## src/alarm_seq_pkg.sv

```systemverilog
// shared constants for the delayed-alarm sequencer
package alarm_seq_pkg;
  // ----------------------------------------
  // timing
  // ----------------------------------------
  localparam int unsigned CLK_HZ         = 100_000_000;
  localparam int unsigned TICK_PERIOD_S  = 1;
  localparam int unsigned TICK_CYCLES    = CLK_HZ * TICK_PERIOD_S;
  localparam int unsigned ACK_WINDOW_S   = 15;
  localparam int unsigned INVEST_LIMIT_S = 180;
  localparam int unsigned SEC_W          = 8;

  // ----------------------------------------
  // sequencer states
  // ----------------------------------------
  typedef enum logic [1:0] {
    ST_IDLE   = 2'b00,
    ST_ACK    = 2'b01,
    ST_INVEST = 2'b10,
    ST_ALARM  = 2'b11
  } seq_state_type;
endpackage

```

## src/second_tick.sv

```systemverilog
// divider giving a one-cycle pulse once per second
`timescale 1ns/1ps
module second_tick #(
  parameter int unsigned CYCLES = alarm_seq_pkg::TICK_CYCLES
) (
  // clock and reset
  input  wire logic core_clk_i,
  input  wire logic rst_i,
  // restart the second from zero
  input  wire logic restart_i,
  // one-cycle tick
  output logic      tick_o
);
  import alarm_seq_pkg::*;

  initial begin
    if (CYCLES < 2) $error("second_tick: CYCLES must be at least 2");
  end

  localparam int unsigned CW = $clog2(CYCLES);
  localparam logic [CW-1:0] LAST = CW'(CYCLES - 1);
  localparam logic [CW-1:0] ZERO = '0;

  logic [CW-1:0] cnt_r;
  wire           wrap = (cnt_r == LAST);

  // ----------------------------------------
  // counter; restart keeps the first second whole
  // ----------------------------------------
  always_ff @(posedge core_clk_i or posedge rst_i) begin
    if (rst_i) begin
      cnt_r  <= ZERO;
      tick_o <= 1'b0;
    end else begin
      cnt_r  <= (restart_i || wrap) ? ZERO : cnt_r + 1'b1;
      tick_o <= wrap && !restart_i;
    end
  end
endmodule

```

## src/positive_alarm_sequencer.sv

```systemverilog
// delayed-alarm sequencer: acknowledge window, investigation phase, escalation
`timescale 1ns/1ps
// How it works
// - selected detector annunciates, opens acknowledge window
// - no acknowledge in window: alarm outputs
// - acknowledge starts investigation; reset cancels it
// - investigation expires unreset: alarm outputs
// - second selected detector in investigation: alarm
// - any other initiating device: immediate alarm
module positive_alarm_sequencer #(
  parameter int unsigned TICK_CYCLES = alarm_seq_pkg::TICK_CYCLES,
  parameter int unsigned ACK_S       = alarm_seq_pkg::ACK_WINDOW_S,
  parameter int unsigned INVEST_S    = alarm_seq_pkg::INVEST_LIMIT_S,
  parameter int unsigned N_DET       = 8
) (
  // clock and reset
  input  wire logic             core_clk_i,
  input  wire logic             rst_i,
  // initiating devices
  input  wire logic [N_DET-1:0] sel_det_i,
  input  wire logic             other_init_i,
  // operator controls
  input  wire logic             ack_i,
  input  wire logic             sys_reset_i,
  // outputs
  output logic                  annunciate_o,
  output logic                  notify_o,
  output logic                  remote_o,
  output alarm_seq_pkg::seq_state_type state_o
);
  import alarm_seq_pkg::*;

  initial begin
    if (ACK_S < 1 || ACK_S > (2 ** SEC_W) - 1 || INVEST_S < 1 || INVEST_S > (2 ** SEC_W) - 1 || N_DET < 1)
      $error("positive_alarm_sequencer: unsupported parameter values");
  end

  localparam logic [SEC_W-1:0] ACK_LAST = SEC_W'(ACK_S);
  localparam logic [SEC_W-1:0] INV_LAST = SEC_W'(INVEST_S);
  localparam logic [SEC_W-1:0] SEC_ZERO = '0;

  seq_state_type    state_r;
  seq_state_type    state_nxt;
  logic [SEC_W-1:0] sec_r;
  logic [N_DET-1:0] first_r;
  logic             tick;

  // true on the tick that completes the last whole second of a window
  function automatic logic window_done(input logic [SEC_W-1:0] sec, input logic [SEC_W-1:0] last);
    window_done = (sec + 1'b1 >= last);
  endfunction

  // ----------------------------------------
  // decoding
  // ----------------------------------------
  wire any_sel    = |sel_det_i;
  // a detector other than the one that opened the sequence
  wire second_sel = |(sel_det_i & ~first_r);
  wire ack_exp    = tick && window_done(sec_r, ACK_LAST);
  wire inv_exp    = tick && window_done(sec_r, INV_LAST);
  // seconds count only inside a timed window, so idle and alarm hold zero
  wire timing     = (state_r == ST_ACK) || (state_r == ST_INVEST);
  wire entering   = (state_nxt != state_r);

  second_tick #(.CYCLES(TICK_CYCLES)) u_tick (
    .core_clk_i (core_clk_i),
    .rst_i      (rst_i),
    .restart_i  (entering),
    .tick_o     (tick)
  );

  // ----------------------------------------
  // next state; other devices win over everything
  // ----------------------------------------
  always_comb begin
    state_nxt = state_r;
    case (state_r)
      ST_IDLE: begin
        if (other_init_i) state_nxt = ST_ALARM;
        else if (any_sel) state_nxt = ST_ACK;
      end
      ST_ACK: begin
        if (other_init_i) state_nxt = ST_ALARM;
        else if (ack_i) state_nxt = ST_INVEST;
        else if (ack_exp) state_nxt = ST_ALARM;
      end
      ST_INVEST: begin
        if (other_init_i || second_sel) state_nxt = ST_ALARM;
        else if (sys_reset_i) state_nxt = ST_IDLE;
        else if (inv_exp) state_nxt = ST_ALARM;
      end
      ST_ALARM: begin
        // full alarm stays latched; reset here only without active inputs
        if (sys_reset_i && !other_init_i && !any_sel) state_nxt = ST_IDLE;
      end
      default: state_nxt = ST_IDLE;
    endcase
  end

  // ----------------------------------------
  // state, seconds count and first detector
  // ----------------------------------------
  always_ff @(posedge core_clk_i or posedge rst_i) begin
    if (rst_i) begin
      state_r <= ST_IDLE;
      sec_r   <= SEC_ZERO;
      first_r <= '0;
    end else begin
      state_r <= state_nxt;
      if (entering) sec_r <= SEC_ZERO;
      else if (tick && timing) sec_r <= sec_r + 1'b1;
      if (state_r == ST_IDLE) first_r <= sel_det_i;
    end
  end

  // ----------------------------------------
  // outputs registered from the next state
  // ----------------------------------------
  always_ff @(posedge core_clk_i or posedge rst_i) begin
    if (rst_i) begin
      annunciate_o <= 1'b0;
      notify_o     <= 1'b0;
      remote_o     <= 1'b0;
    end else begin
      annunciate_o <= (state_nxt != ST_IDLE);
      notify_o     <= (state_nxt == ST_ALARM);
      remote_o     <= (state_nxt == ST_ALARM);
    end
  end

  assign state_o = state_r;
endmodule

```

## config.mk

```make
export PLATFORM = sky130hd
export DESIGN_NAME = positive_alarm_sequencer
export DESIGN_NICKNAME = d
export VERILOG_FILES = /design/src/alarm_seq_pkg.sv /design/src/second_tick.sv /design/src/positive_alarm_sequencer.sv
export SDC_FILE = /design/constraint.sdc
export NUM_CORES = 1
export LEC_CHECK = 0
export CAP_MARGIN = 5
export CORE_UTILIZATION = 35
export CTS_CLUSTER_DIAMETER = 100
export DETAILED_ROUTE_END_ITERATION = 8
export DONT_BUFFER_PORTS = 1
export PLACE_DENSITY = 0.56
export SLEW_MARGIN = 20
export SYNTH_ARGS = -nofsm -noshare
export SYNTH_HDL_FRONTEND = slang
export SYNTH_SLANG_ARGS = --single-unit
```

## constraint.sdc

```tcl
create_clock -name core_clk_i -period 2.7 [get_ports core_clk_i]
set_input_delay 0.27 -clock core_clk_i [delete_from_list [all_inputs] [get_ports core_clk_i]]
set_output_delay 0.27 -clock core_clk_i [all_outputs]
set_load 0.02 [all_outputs]
```

-- After elaboration in Yosys (flattened, before gate mapping)
Cells that the tools add are included.
- bits in registers: 48
- input port bits: 13
- output and inout bits: 5
- add/sub/neg operators: 2
- $lt $le $gt $ge: 2
- eq/ne operators: 6
- muxes and demuxes: 13
- bitwise logic cells: 2
- reductions and logical operators: 17
- operator list (operator ; number):
    $add 27x1->27 const B ; 1
    $eq 27x27->1 const B ; 1
    $mux 27 ; 1
    $mux 2 ; 9
    $mux 8 ; 2
    $reduce_or 8->1 ; 2
    $add 8x1->8 const B ; 1
    $and 8x8->8 ; 1
    $ge 8x4->1 const B ; 1
    $ge 8x8->1 const B ; 1
    $not 8->8 ; 1
    $pmux 2 s4 ; 1
    $eq 2x2->1 const B ; 3
    $logic_and 1x1->1 ; 6
    $reduce_bool 2->1 ; 2
    $logic_not 1->1 ; 3
    $logic_or 1x1->1 ; 3
    $eq 2x1->1 const B ; 1
    $logic_not 2->1 ; 1
    $ne 2x2->1 ; 1

-- Depth between registers and ports, before layout
Gate-level depths: netlist of run 1.
- word-level depth: 10
- gate-level depth with buffers: 11
- mapped depth without buffers: 9

-- Hierarchy
Synthesis of run 1 repeated with hierarchy kept, for this count alone.
- cell total of the unflattened synthesis: 300
- area total of the unflattened synthesis: 2832.7 µm²
- modules (own cells, without submodules) (module ; instances ; cells an instance ; area an instance (µm²)):
    second_tick ; 1 ; 145 ; 1440.1
    positive_alarm_sequencer ; 1 ; 155 ; 1392.6

-- Worst setup path before layout of run 1
No wires, ideal clock.
- path kind: register to register
- start: reg sec_r[1]
- end: reg u_tick.tick_o
- arrival: 2.329 ns
- path slack: 0.242 ns
- stages on the path, launching flop included: 10
- buffers on the path: 1
- path through: dfrtp_1 > ha_1 > nand3b_1 > o21ai_0 > a21oi_1 > a311o_1 > nor3b_1 > a211oi_4 > buf_2 > nor3_2
- word-level cells in the longest chain between the ends: 10
- elaborated cells on any way between the ends: 15
- ends and longest elaborated chain (what ; line ; RTL):
    start: declaration ; positive_alarm_sequencer.sv:44 ; logic [SEC_W-1:0] sec_r;
    start signal: assignment ; positive_alarm_sequencer.sv:111 ; else if (tick && timing) sec_r <= sec_r + 1'b1;
    $add 8x1->8 * ; positive_alarm_sequencer.sv:50 ; window_done = (sec + 1'b1 >= last);
    $ge 8x8->1 or $ge 8x4->1 (tied branches) ; positive_alarm_sequencer.sv:50 ;
    $logic_and 1x1->1, on equally long branches ; positive_alarm_sequencer.sv:60, positive_alarm_sequencer.sv:59 ;
    $mux 2, on equally long branches ; positive_alarm_sequencer.sv:90, positive_alarm_sequencer.sv:85 ;
    $mux 2, on equally long branches ; positive_alarm_sequencer.sv:89, positive_alarm_sequencer.sv:84 ;
    $mux 2, on equally long branches ; positive_alarm_sequencer.sv:88, positive_alarm_sequencer.sv:83 ;
    $pmux 2 s4 * ; positive_alarm_sequencer.sv:77 ; case (state_r)
    $ne 2x2->1 * ; positive_alarm_sequencer.sv:63 ; wire entering = (state_nxt != state_r);
    $logic_not 1->1 * ; second_tick.sv:36 ; tick_o <= wrap && !restart_i;
    $logic_and 1x1->1 * ; second_tick.sv:36 ;
    end signal: assignment ; second_tick.sv:36 ;
    end: declaration ; second_tick.sv:12 ; output logic tick_o
Every way passes the cells marked *; elsewhere a longest branch is shown, timed or not.
A chain may end at the register's enable or synchronous reset.

-- Worst setup path after layout of run 1
- start: reg sec_r[0]
- end: reg u_tick.cnt_r[4]
- word-level cells in the longest chain between the ends: 10
- elaborated cells on any way between the ends: 15
- ends and longest elaborated chain (what ; line ; RTL):
    $add 8x1->8 * ; positive_alarm_sequencer.sv:50 ;
    $ge 8x8->1 or $ge 8x4->1 (tied branches) ; positive_alarm_sequencer.sv:50 ;
    $logic_and 1x1->1, on equally long branches ; positive_alarm_sequencer.sv:60, positive_alarm_sequencer.sv:59 ;
    $mux 2, on equally long branches ; positive_alarm_sequencer.sv:90, positive_alarm_sequencer.sv:85 ;
    $mux 2, on equally long branches ; positive_alarm_sequencer.sv:89, positive_alarm_sequencer.sv:84 ;
    $mux 2, on equally long branches ; positive_alarm_sequencer.sv:88, positive_alarm_sequencer.sv:83 ;
    $pmux 2 s4 * ; positive_alarm_sequencer.sv:77 ;
    $ne 2x2->1 * ; positive_alarm_sequencer.sv:63 ;
    $logic_or 1x1->1 * ; second_tick.sv:35 ; cnt_r <= (restart_i || wrap) ? ZERO : cnt_r + 1'b1;
    $mux 27 * ; second_tick.sv:35 ;
    end signal: assignment ; second_tick.sv:35 ;
    end: declaration ; second_tick.sv:24 ; logic [CW-1:0] cnt_r;
Marked as above.

==> summary.txt, run 1 <==
Run status
  – Status: finished, violations left
  – Failing checks: negative hold slack

Critical path
  – Reg-to-reg startpoint: sec_r[0]
  – CP Capture Type: flop
  – Worst setup path startpoint: sec_r[0]
  – FF-to-FF path depth: 9
  – Worst EP arrival: roughly 2.7 ns
  – CP Data Required Time: 2.88 ns
  – CP startpoint kind: flop
  – Critical path type: flop to flop
  – FF-to-FF setup slack: 0.18 ns
  – Crit path max fanout: 19

STA
  – Final Setup Violations: 0
  – Final Critical Period: 2.52 ns
  – Slew Limit Fails: 0
  – Worst-Margin Slew: roughly 0.84 ns
  – Tcrit/Tclk final: 0.932
  – Setup tns final: 0 ns
  – Final Hold Vio Count: 28
  – Slew Limit Headroom: 0.437
  – Hold WS: -0.0148 ns
  – Post-Route Skew: 0.00908 ns
  – FMAX: around 400 MHz
  – RSZ-0062 raised after global routing: no
  – Final setup margin: 0.183 ns

Logic synthesis
  – Share of the synthesized area in the top cell type: 0.387
  – Syn Area/Cell: 9.76 sq um
  – Yosys warns: 0
  – Syn_nets: about 340
  – #FFs+latches synth: 48
  – Register area share after synthesis: 0.387
  – Synth area leaders: dfrtp_1 (39%), nor3_2 (9.7%), xor2_1 (5.1%)
  – Synth cell types: 58
  – Post-synth ARST share: 1.00
  – Number of synthesized flops with an enable pin: 0
  – Synthesized area: roughly 3100 sq um
  – Mapped Cells: 318
  – Yosys top cell by area: dfrtp_1
  – Synth Flop Type: dfrtp_1

Pwr
  – Pwr/cell area: 821 nW/um^2
  – Peak VDD IR: 0.455 mV
  – Leakage power: 1.34 nW

Detailed routing
  – DRT Wirelength: 5.95 mm
  – DRC errors left: 0
  – WL per Instance: around 14 microns
  – Drt first pass iters: 4
  – Vias/cell: 5.24
  – Post-route ant nets: 0
  – Detailed Route Iter0 Violations: 137
  – DR vias: 2213

Clock network
  – Post-CTS Setup Bufs: 0
  – Post-CTS sizing: 0
  – H-tree Lvls: 2
  – Root Buffer: clkbuf_8
  – Clk_lat worst skew: 0.30 ns
  – CTS sink count: between 40 and 50
  – Cts bufs inserted: 5
  – CTS clk-pin slew, worst paths: 0.09 ns
  – Post-cts hold buffer count: 0
  – Clk buf depth: 2
  – CTS tree: built

GRT
  – Largest net degree at the start of global routing: 49
  – GR Overflow Total: 0
  – First-pass GRT wire length: about 10 mm
  – Initial antenna violation count: 0
  – Vias in the first global route: 2164
  – Gr usage total: 0.141

Cells and area
  – Share of layout cells above drive strength 1: 0.218
  – N_diodes: 0
  – Syn-to-layout area delta: 6.93%
  – Commonest non-fill, non-tap cells in the layout: dfrtp_1 (48), nand2_1 (34), nor3_2 (30)
  – Final Non-Filler Cells: between 400 and 500
  – Final Util: 0.396
  – Layout net count: roughly 340
  – Most common cell after layout, fill and taps aside: dfrtp_1
  – Fillers: 825

Floorplanning
  – Die area: 9250 sq um
  – Vert. Die Dim: 96.2 microns
  – IO Count: 18
  – Die Width: a little under 100 microns
  – Initial Util: 0.370
  – CORE AREA: 8380 sq um
  – Floorplan row count: 33

Hold path
  – Hold Crit Class: input port to asynchronous set/reset pin

Place
  – IO Port Bufs: 0
  – Post-DP HPWL: between 4 and 5 mm
  – Dpl cells: 415
  – Place WS: 0.190 ns
  – GP Congestion: between 0.8 and 0.9

Flow run
  – Max-Cap Viols: 0
==> cells in the mapped netlist (all sizes together), types with 7 or more instances <==
master	n
and3	7
buf	13
dfrtp	48
ha	8
inv	20
mux2	7
nand2	34
nand3	11
nand4	8
nor2	15
nor3	42
o21ai	9
xnor2	14
xor2	18
==> flip-flops by register name (all words and copies together) (netlist names) <==
register and cells:
u_tick.cnt_r 27, state_o 2, u_tick.tick_o 1, sec_r 8, annunciate_o 1, remote_o 1, first_r 8
==> worst paths after layout <==
check | end
worst max register to register | u_tick.cnt_r[4]
worst min register to register | u_tick.cnt_r[0]
worst min-delay path | u_tick.cnt_r[9]
min in group core_clk_i | first_r[4]
max in group asynchronous | sec_r[7]
worst max-delay path | u_tick.cnt_r[4]
==> stage by stage <==
step	total power, mW	area, sq um
2_1_floorplan	2.05	3100
3_3_place_gp	2.32	3230
3_5_place_dp	2.34	3230
4_1_cts	2.77	3310
5_1_grt	2.92	3320
6_report	2.73	3320
==> per-layer routing <==
metal / up-vias / track usage / wire length, microns
li1: 1105 / - / -
met1: 1075 / 0.183 / 2860
met2: 24 / 0.236 / 2850
met3: 9 / 0.0269 / 156
met4: 0 / 0.0410 / 90
met5: - / 0 / 0
==> kinds of logic after synthesis <==
family | count (synthesis) | share of synthesized area
AO/OA/AOI/OAI | 35 | 0.0955
XOR/XNOR | 32 | 0.0903
adder cells (fa/ha/maj) | 8 | 0.0322
buffers and inverters | 38 | 0.0576
flip-flops | 48 | 0.387
multiplexers | 7 | 0.0254
AND/OR/NAND/NOR | 150 | 0.312
==> report_power, final <==
part / total, mW / internal [mW] / switching [mW]
Clock: 0.418 / 0.176 / 0.243
Combinational: 1.40 / 0.494 / 0.906
Sequential: 0.907 / 0.825 / 0.0824
==> critical path, cell delays in order, from the launching register on <==
cell       delay (ns)
dfrtp_1          0.38
ha_1             0.25
nand3b_1         0.23
o21ai_0          0.18
a21oi_1          0.08
a311o_1          0.39
and3_4           0.19
o2bb2ai_4        0.38
buf_12           0.25
nor3_2           0.06
==> final cells by class <==
cell class,count,area [sq um],share of cell area
Timing Repair Buffer,10,100,0.0302
Clock inverter,2,12.5,0.00377
Inverter,20,76.3,0.0230
Multi-Input combinational cell,232,1730,0.521
Clock buffer,5,68.8,0.0207
Sequential cell,48,1200,0.362
Tap cell,105,131,0.0396
Power figures use the tool's default switching activity.
==> run 2: changes to the inputs <==
--- a/config.mk
+++ b/config.mk
@@ -13,2 +13,3 @@
 export PLACE_DENSITY = 0.56
+export RECOVER_POWER = 25
 export SLEW_MARGIN = 20
==> constraint.sdc (replaced) <==
create_clock -name core_clk_i -period 2.5 [get_ports core_clk_i]
set_input_delay 0.25 -clock core_clk_i [delete_from_list [all_inputs] [get_ports core_clk_i]]
set_output_delay 0.25 -clock core_clk_i [all_outputs]
set_load 0.1 [all_outputs]
==> summary.txt, run 2 (synthesized netlist as in run 1, its figures left out) <==
Clock network
  – Cts bufs inserted: 5 (unchanged)
  – CTS sink count: 48 (unchanged)
  – Clk_lat worst skew: 0.29 ns (was 0.30 ns)
  – CTS tree: built (unchanged)
  – H-tree Lvls: 2 (unchanged)
  – CTS clk-pin slew, worst paths: 0.09 ns (about the same)
  – Clk buf depth: 2 (unchanged)
  – Root Buffer: clkbuf_8 (unchanged)

STA
  – RSZ-0062 raised after global routing: yes (was no)
  – Worst-Margin Slew: 1.10 ns (was 0.844 ns)
  – Final Setup Violations: 0 (unchanged)
  – Post-Route Skew: 0.0134 ns (was 0.00908 ns)
  – Final setup margin: 0.0403 ns (was 0.183 ns)
  – Final Critical Period: 2.46 ns (was 2.52 ns)
  – Tcrit/Tclk final: 0.984 (was 0.932)
  – Slew Limit Fails: 0 (unchanged)
  – FMAX: 407 MHz (was 397 MHz)
  – Setup tns final: 0 ns (unchanged)
  – Slew Limit Headroom: 0.268 (was 0.437)
  – Hold WS: 0.0758 ns (was -0.0148 ns)
  – Final Hold Vio Count: 0 (was 28)

Pwr
  – Pwr/cell area: 1130 nW/um^2 (was 821 nW/um^2)
  – Peak VDD IR: 0.536 mV (was 0.455 mV)
  – Pwr Total: 4.26 mW (was 2.73 mW)
  – Leakage power: 1.56 nW (was 1.34 nW)

GRT
  – GR Overflow Total: 0 (unchanged)
  – First-pass GRT wire length: 10.3 mm (was 10.2 mm)
  – Vias in the first global route: 2269 (was 2164)
  – Largest net degree at the start of global routing: 30 (was 49)
  – Initial antenna violation count: 0 (unchanged)
  – Gr usage total: 0.141 (about the same)

Cells and area
  – Fillers: 797 (was 825)
  – Syn-to-layout area delta: 21.7% (was 6.93%)
  – N_diodes: 0 (unchanged)
  – Most common cell after layout, fill and taps aside: dfrtp_1 (unchanged)
  – Largest register by flop count: u_tick.cnt_r (unchanged)
  – Multi-input logic area: 1820 sq um (was 1730 sq um)
  – Commonest non-fill, non-tap cells in the layout: dfrtp_1 (45), nand2_1 (34), nor3_2 (25), buf_4 (25), inv_1 (20) (was dfrtp_1 (48), nand2_1 (34), nor3_2 (30))
  – Max reg flops: 27 (unchanged)
  – Register area: 1210 sq um (was 1200 sq um)
  – Share of layout cells above drive strength 1: 0.307 (was 0.218)
  – Fin area: 3780 sq um (was 3320 sq um)
  – Largest regs: u_tick.cnt_r (27), first_r (8), sec_r (8) (unchanged)
  – Layout net count: 368 (was 338)

Place
  – IO Port Bufs: 0 (unchanged)
  – GP Congestion: 0.799 (was 0.836)
  – Place WS: -0.0375 ns (was 0.190 ns)
  – Post-DP HPWL: 4.54 mm (was 4.16 mm)
  – Post-DP Area: 3390 sq um (was 3230 sq um)

Critical path
  – Worst EP arrival: 2.64 ns (was 2.70 ns)
  – R2R Path End: u_tick.cnt_r[6] (was u_tick.cnt_r[4])
  – CP Data Required Time: 2.68 ns (was 2.88 ns)
  – FF-to-FF path depth: 10 (was 9)
  – Worst setup path startpoint: sec_r[0] (unchanged)
  – Reg-to-reg startpoint: sec_r[0] (unchanged)
  – Crit path max fanout: 6 (was 19)
  – FF-to-FF setup slack: 0.04 ns (was 0.18 ns)
  – Setup crit end: u_tick.cnt_r[6] (was u_tick.cnt_r[4])
  – CP Capture Type: flop (unchanged)
  – CP startpoint kind: flop (unchanged)
  – Critical path type: flop to flop (unchanged)

Floorplanning
  – Vert. Die Dim: 96.2 microns (unchanged)
  – IO Count: 18 (unchanged)
  – Floorplan row count: 33 (unchanged)
  – Die area: 9250 sq um (unchanged)
  – Die Width: 96.2 microns (unchanged)
  – Initial Util: 0.370 (unchanged)
  – CORE AREA: 8380 sq um (unchanged)

Detailed routing
  – Vias/cell: 5.10 (was 5.24)
  – DRT Wirelength: 6.50 mm (was 5.95 mm)
  – DR vias: 2309 (was 2213)
  – Drt first pass iters: 4 (unchanged)
  – WL per Instance: 14.4 microns (was 14.1 microns)
  – Detailed Route Iter0 Violations: 114 (was 137)
  – Post-route ant nets: 0 (unchanged)
  – DRC errors left: 0 (unchanged)

Hold path
  – Hold Crit Class: input port to flop (was input port to asynchronous set/reset pin)

Run status
  – Status: completed (was finished, violations left)

Flow run
  – Max-Cap Viols: 0 (unchanged)
-- run 2: cell count changes in the layout (fill, tap and decap cells not counted), moves of 2 or more --
cell       delta
nor3_1        -3
nor3_4        +8
dfrtp_4       +2
buf_12        +3
buf_4        +17
o21ai_0       -3
dfrtp_1       -3
clkbuf_16     +3
buf_6         +5
o21ai_1       +3
nor3_2        -5
-- run 2: worst min path at each step --
| stage | from | end | slack, ns | cells after the start |
|---|---|---|---|---|
| 2_1_floorplan | sel_det_i[4] | first_r[4] | 0.37 | 2 |
| 3_3_place_gp | rst_i | u_tick.cnt_r[24] | 0.25 | 1 |
| 3_5_place_dp | rst_i | first_r[2] | 0.25 | 1 |
| 4_1_cts | sel_det_i[4] | first_r[4] | 0.07 | 2 |
| 5_1_grt | sel_det_i[4] | first_r[4] | 0.08 | 2 |
| 6_report | sel_det_i[4] | first_r[4] | 0.08 | 2 |
-- run 2: cell type report --
type	count	share of cell area
timing repair buffer	39	0.114
sequential	48	0.320
inverter	20	0.0199
multi-input combinational	233	0.483
tap	105	0.0348
clock buffer	6	0.0192
clock inverter	2	0.00927
-- run 2: what timing repair did --
| action | in CTS | in global routing |
|---|---|---|
| endpoints found under the hold margin | 27 | 0 |
| resized for setup | 3 | 21 |
| pin swaps | 0 | 10 |
| setup endpoints to repair | 29 | 37 |
| gates cloned | 0 | 5 |
| hold buffers | 1 | 0 |
| setup buffers | 0 | 8 |
-- run 2: through the flow --
stage                      util  std cells
after floorplan               -        318
after global placement    0.405        432
after detailed placement  0.405        432
after CTS                 0.420        441
after global routing      0.451        453
final                     0.451        453
-- run 2: routing by layer --
layer  GRT usage  vias to the layer above  part of all wire
met4      0.0261                        0            0.0052
met3      0.0190                        2             0.021
met1       0.189                     1111              0.49
li1            -                     1173                 -
met5           0                        -                 0
met2       0.242                       23              0.48
-- run 2: worst max-delay path, cell delays in order (launching register included) --
cell and delay [ns]:
dfrtp_1 0.39, ha_2 0.21, buf_6 0.11, or3_1 0.29
a211o_1 0.31, a22oi_2 0.17, nand3b_1 0.16, a31o_2 0.20
o2bb2ai_4 0.22, clkbuf_16 0.24, nor3_2 0.05
-- run 2: report_power, final --
| group | internal [mW] | leakage [nW] | switching (mW) | total, mW |
|---|---|---|---|---|
| Combinational | 1.18 | 0.869 | 1.43 | 2.61 |
| Clock | 0.297 | 0.0552 | 0.248 | 0.546 |
| Sequential | 0.899 | 0.638 | 0.209 | 1.11 |
| Total | 2.38 | 1.56 | 1.88 | 4.26 |
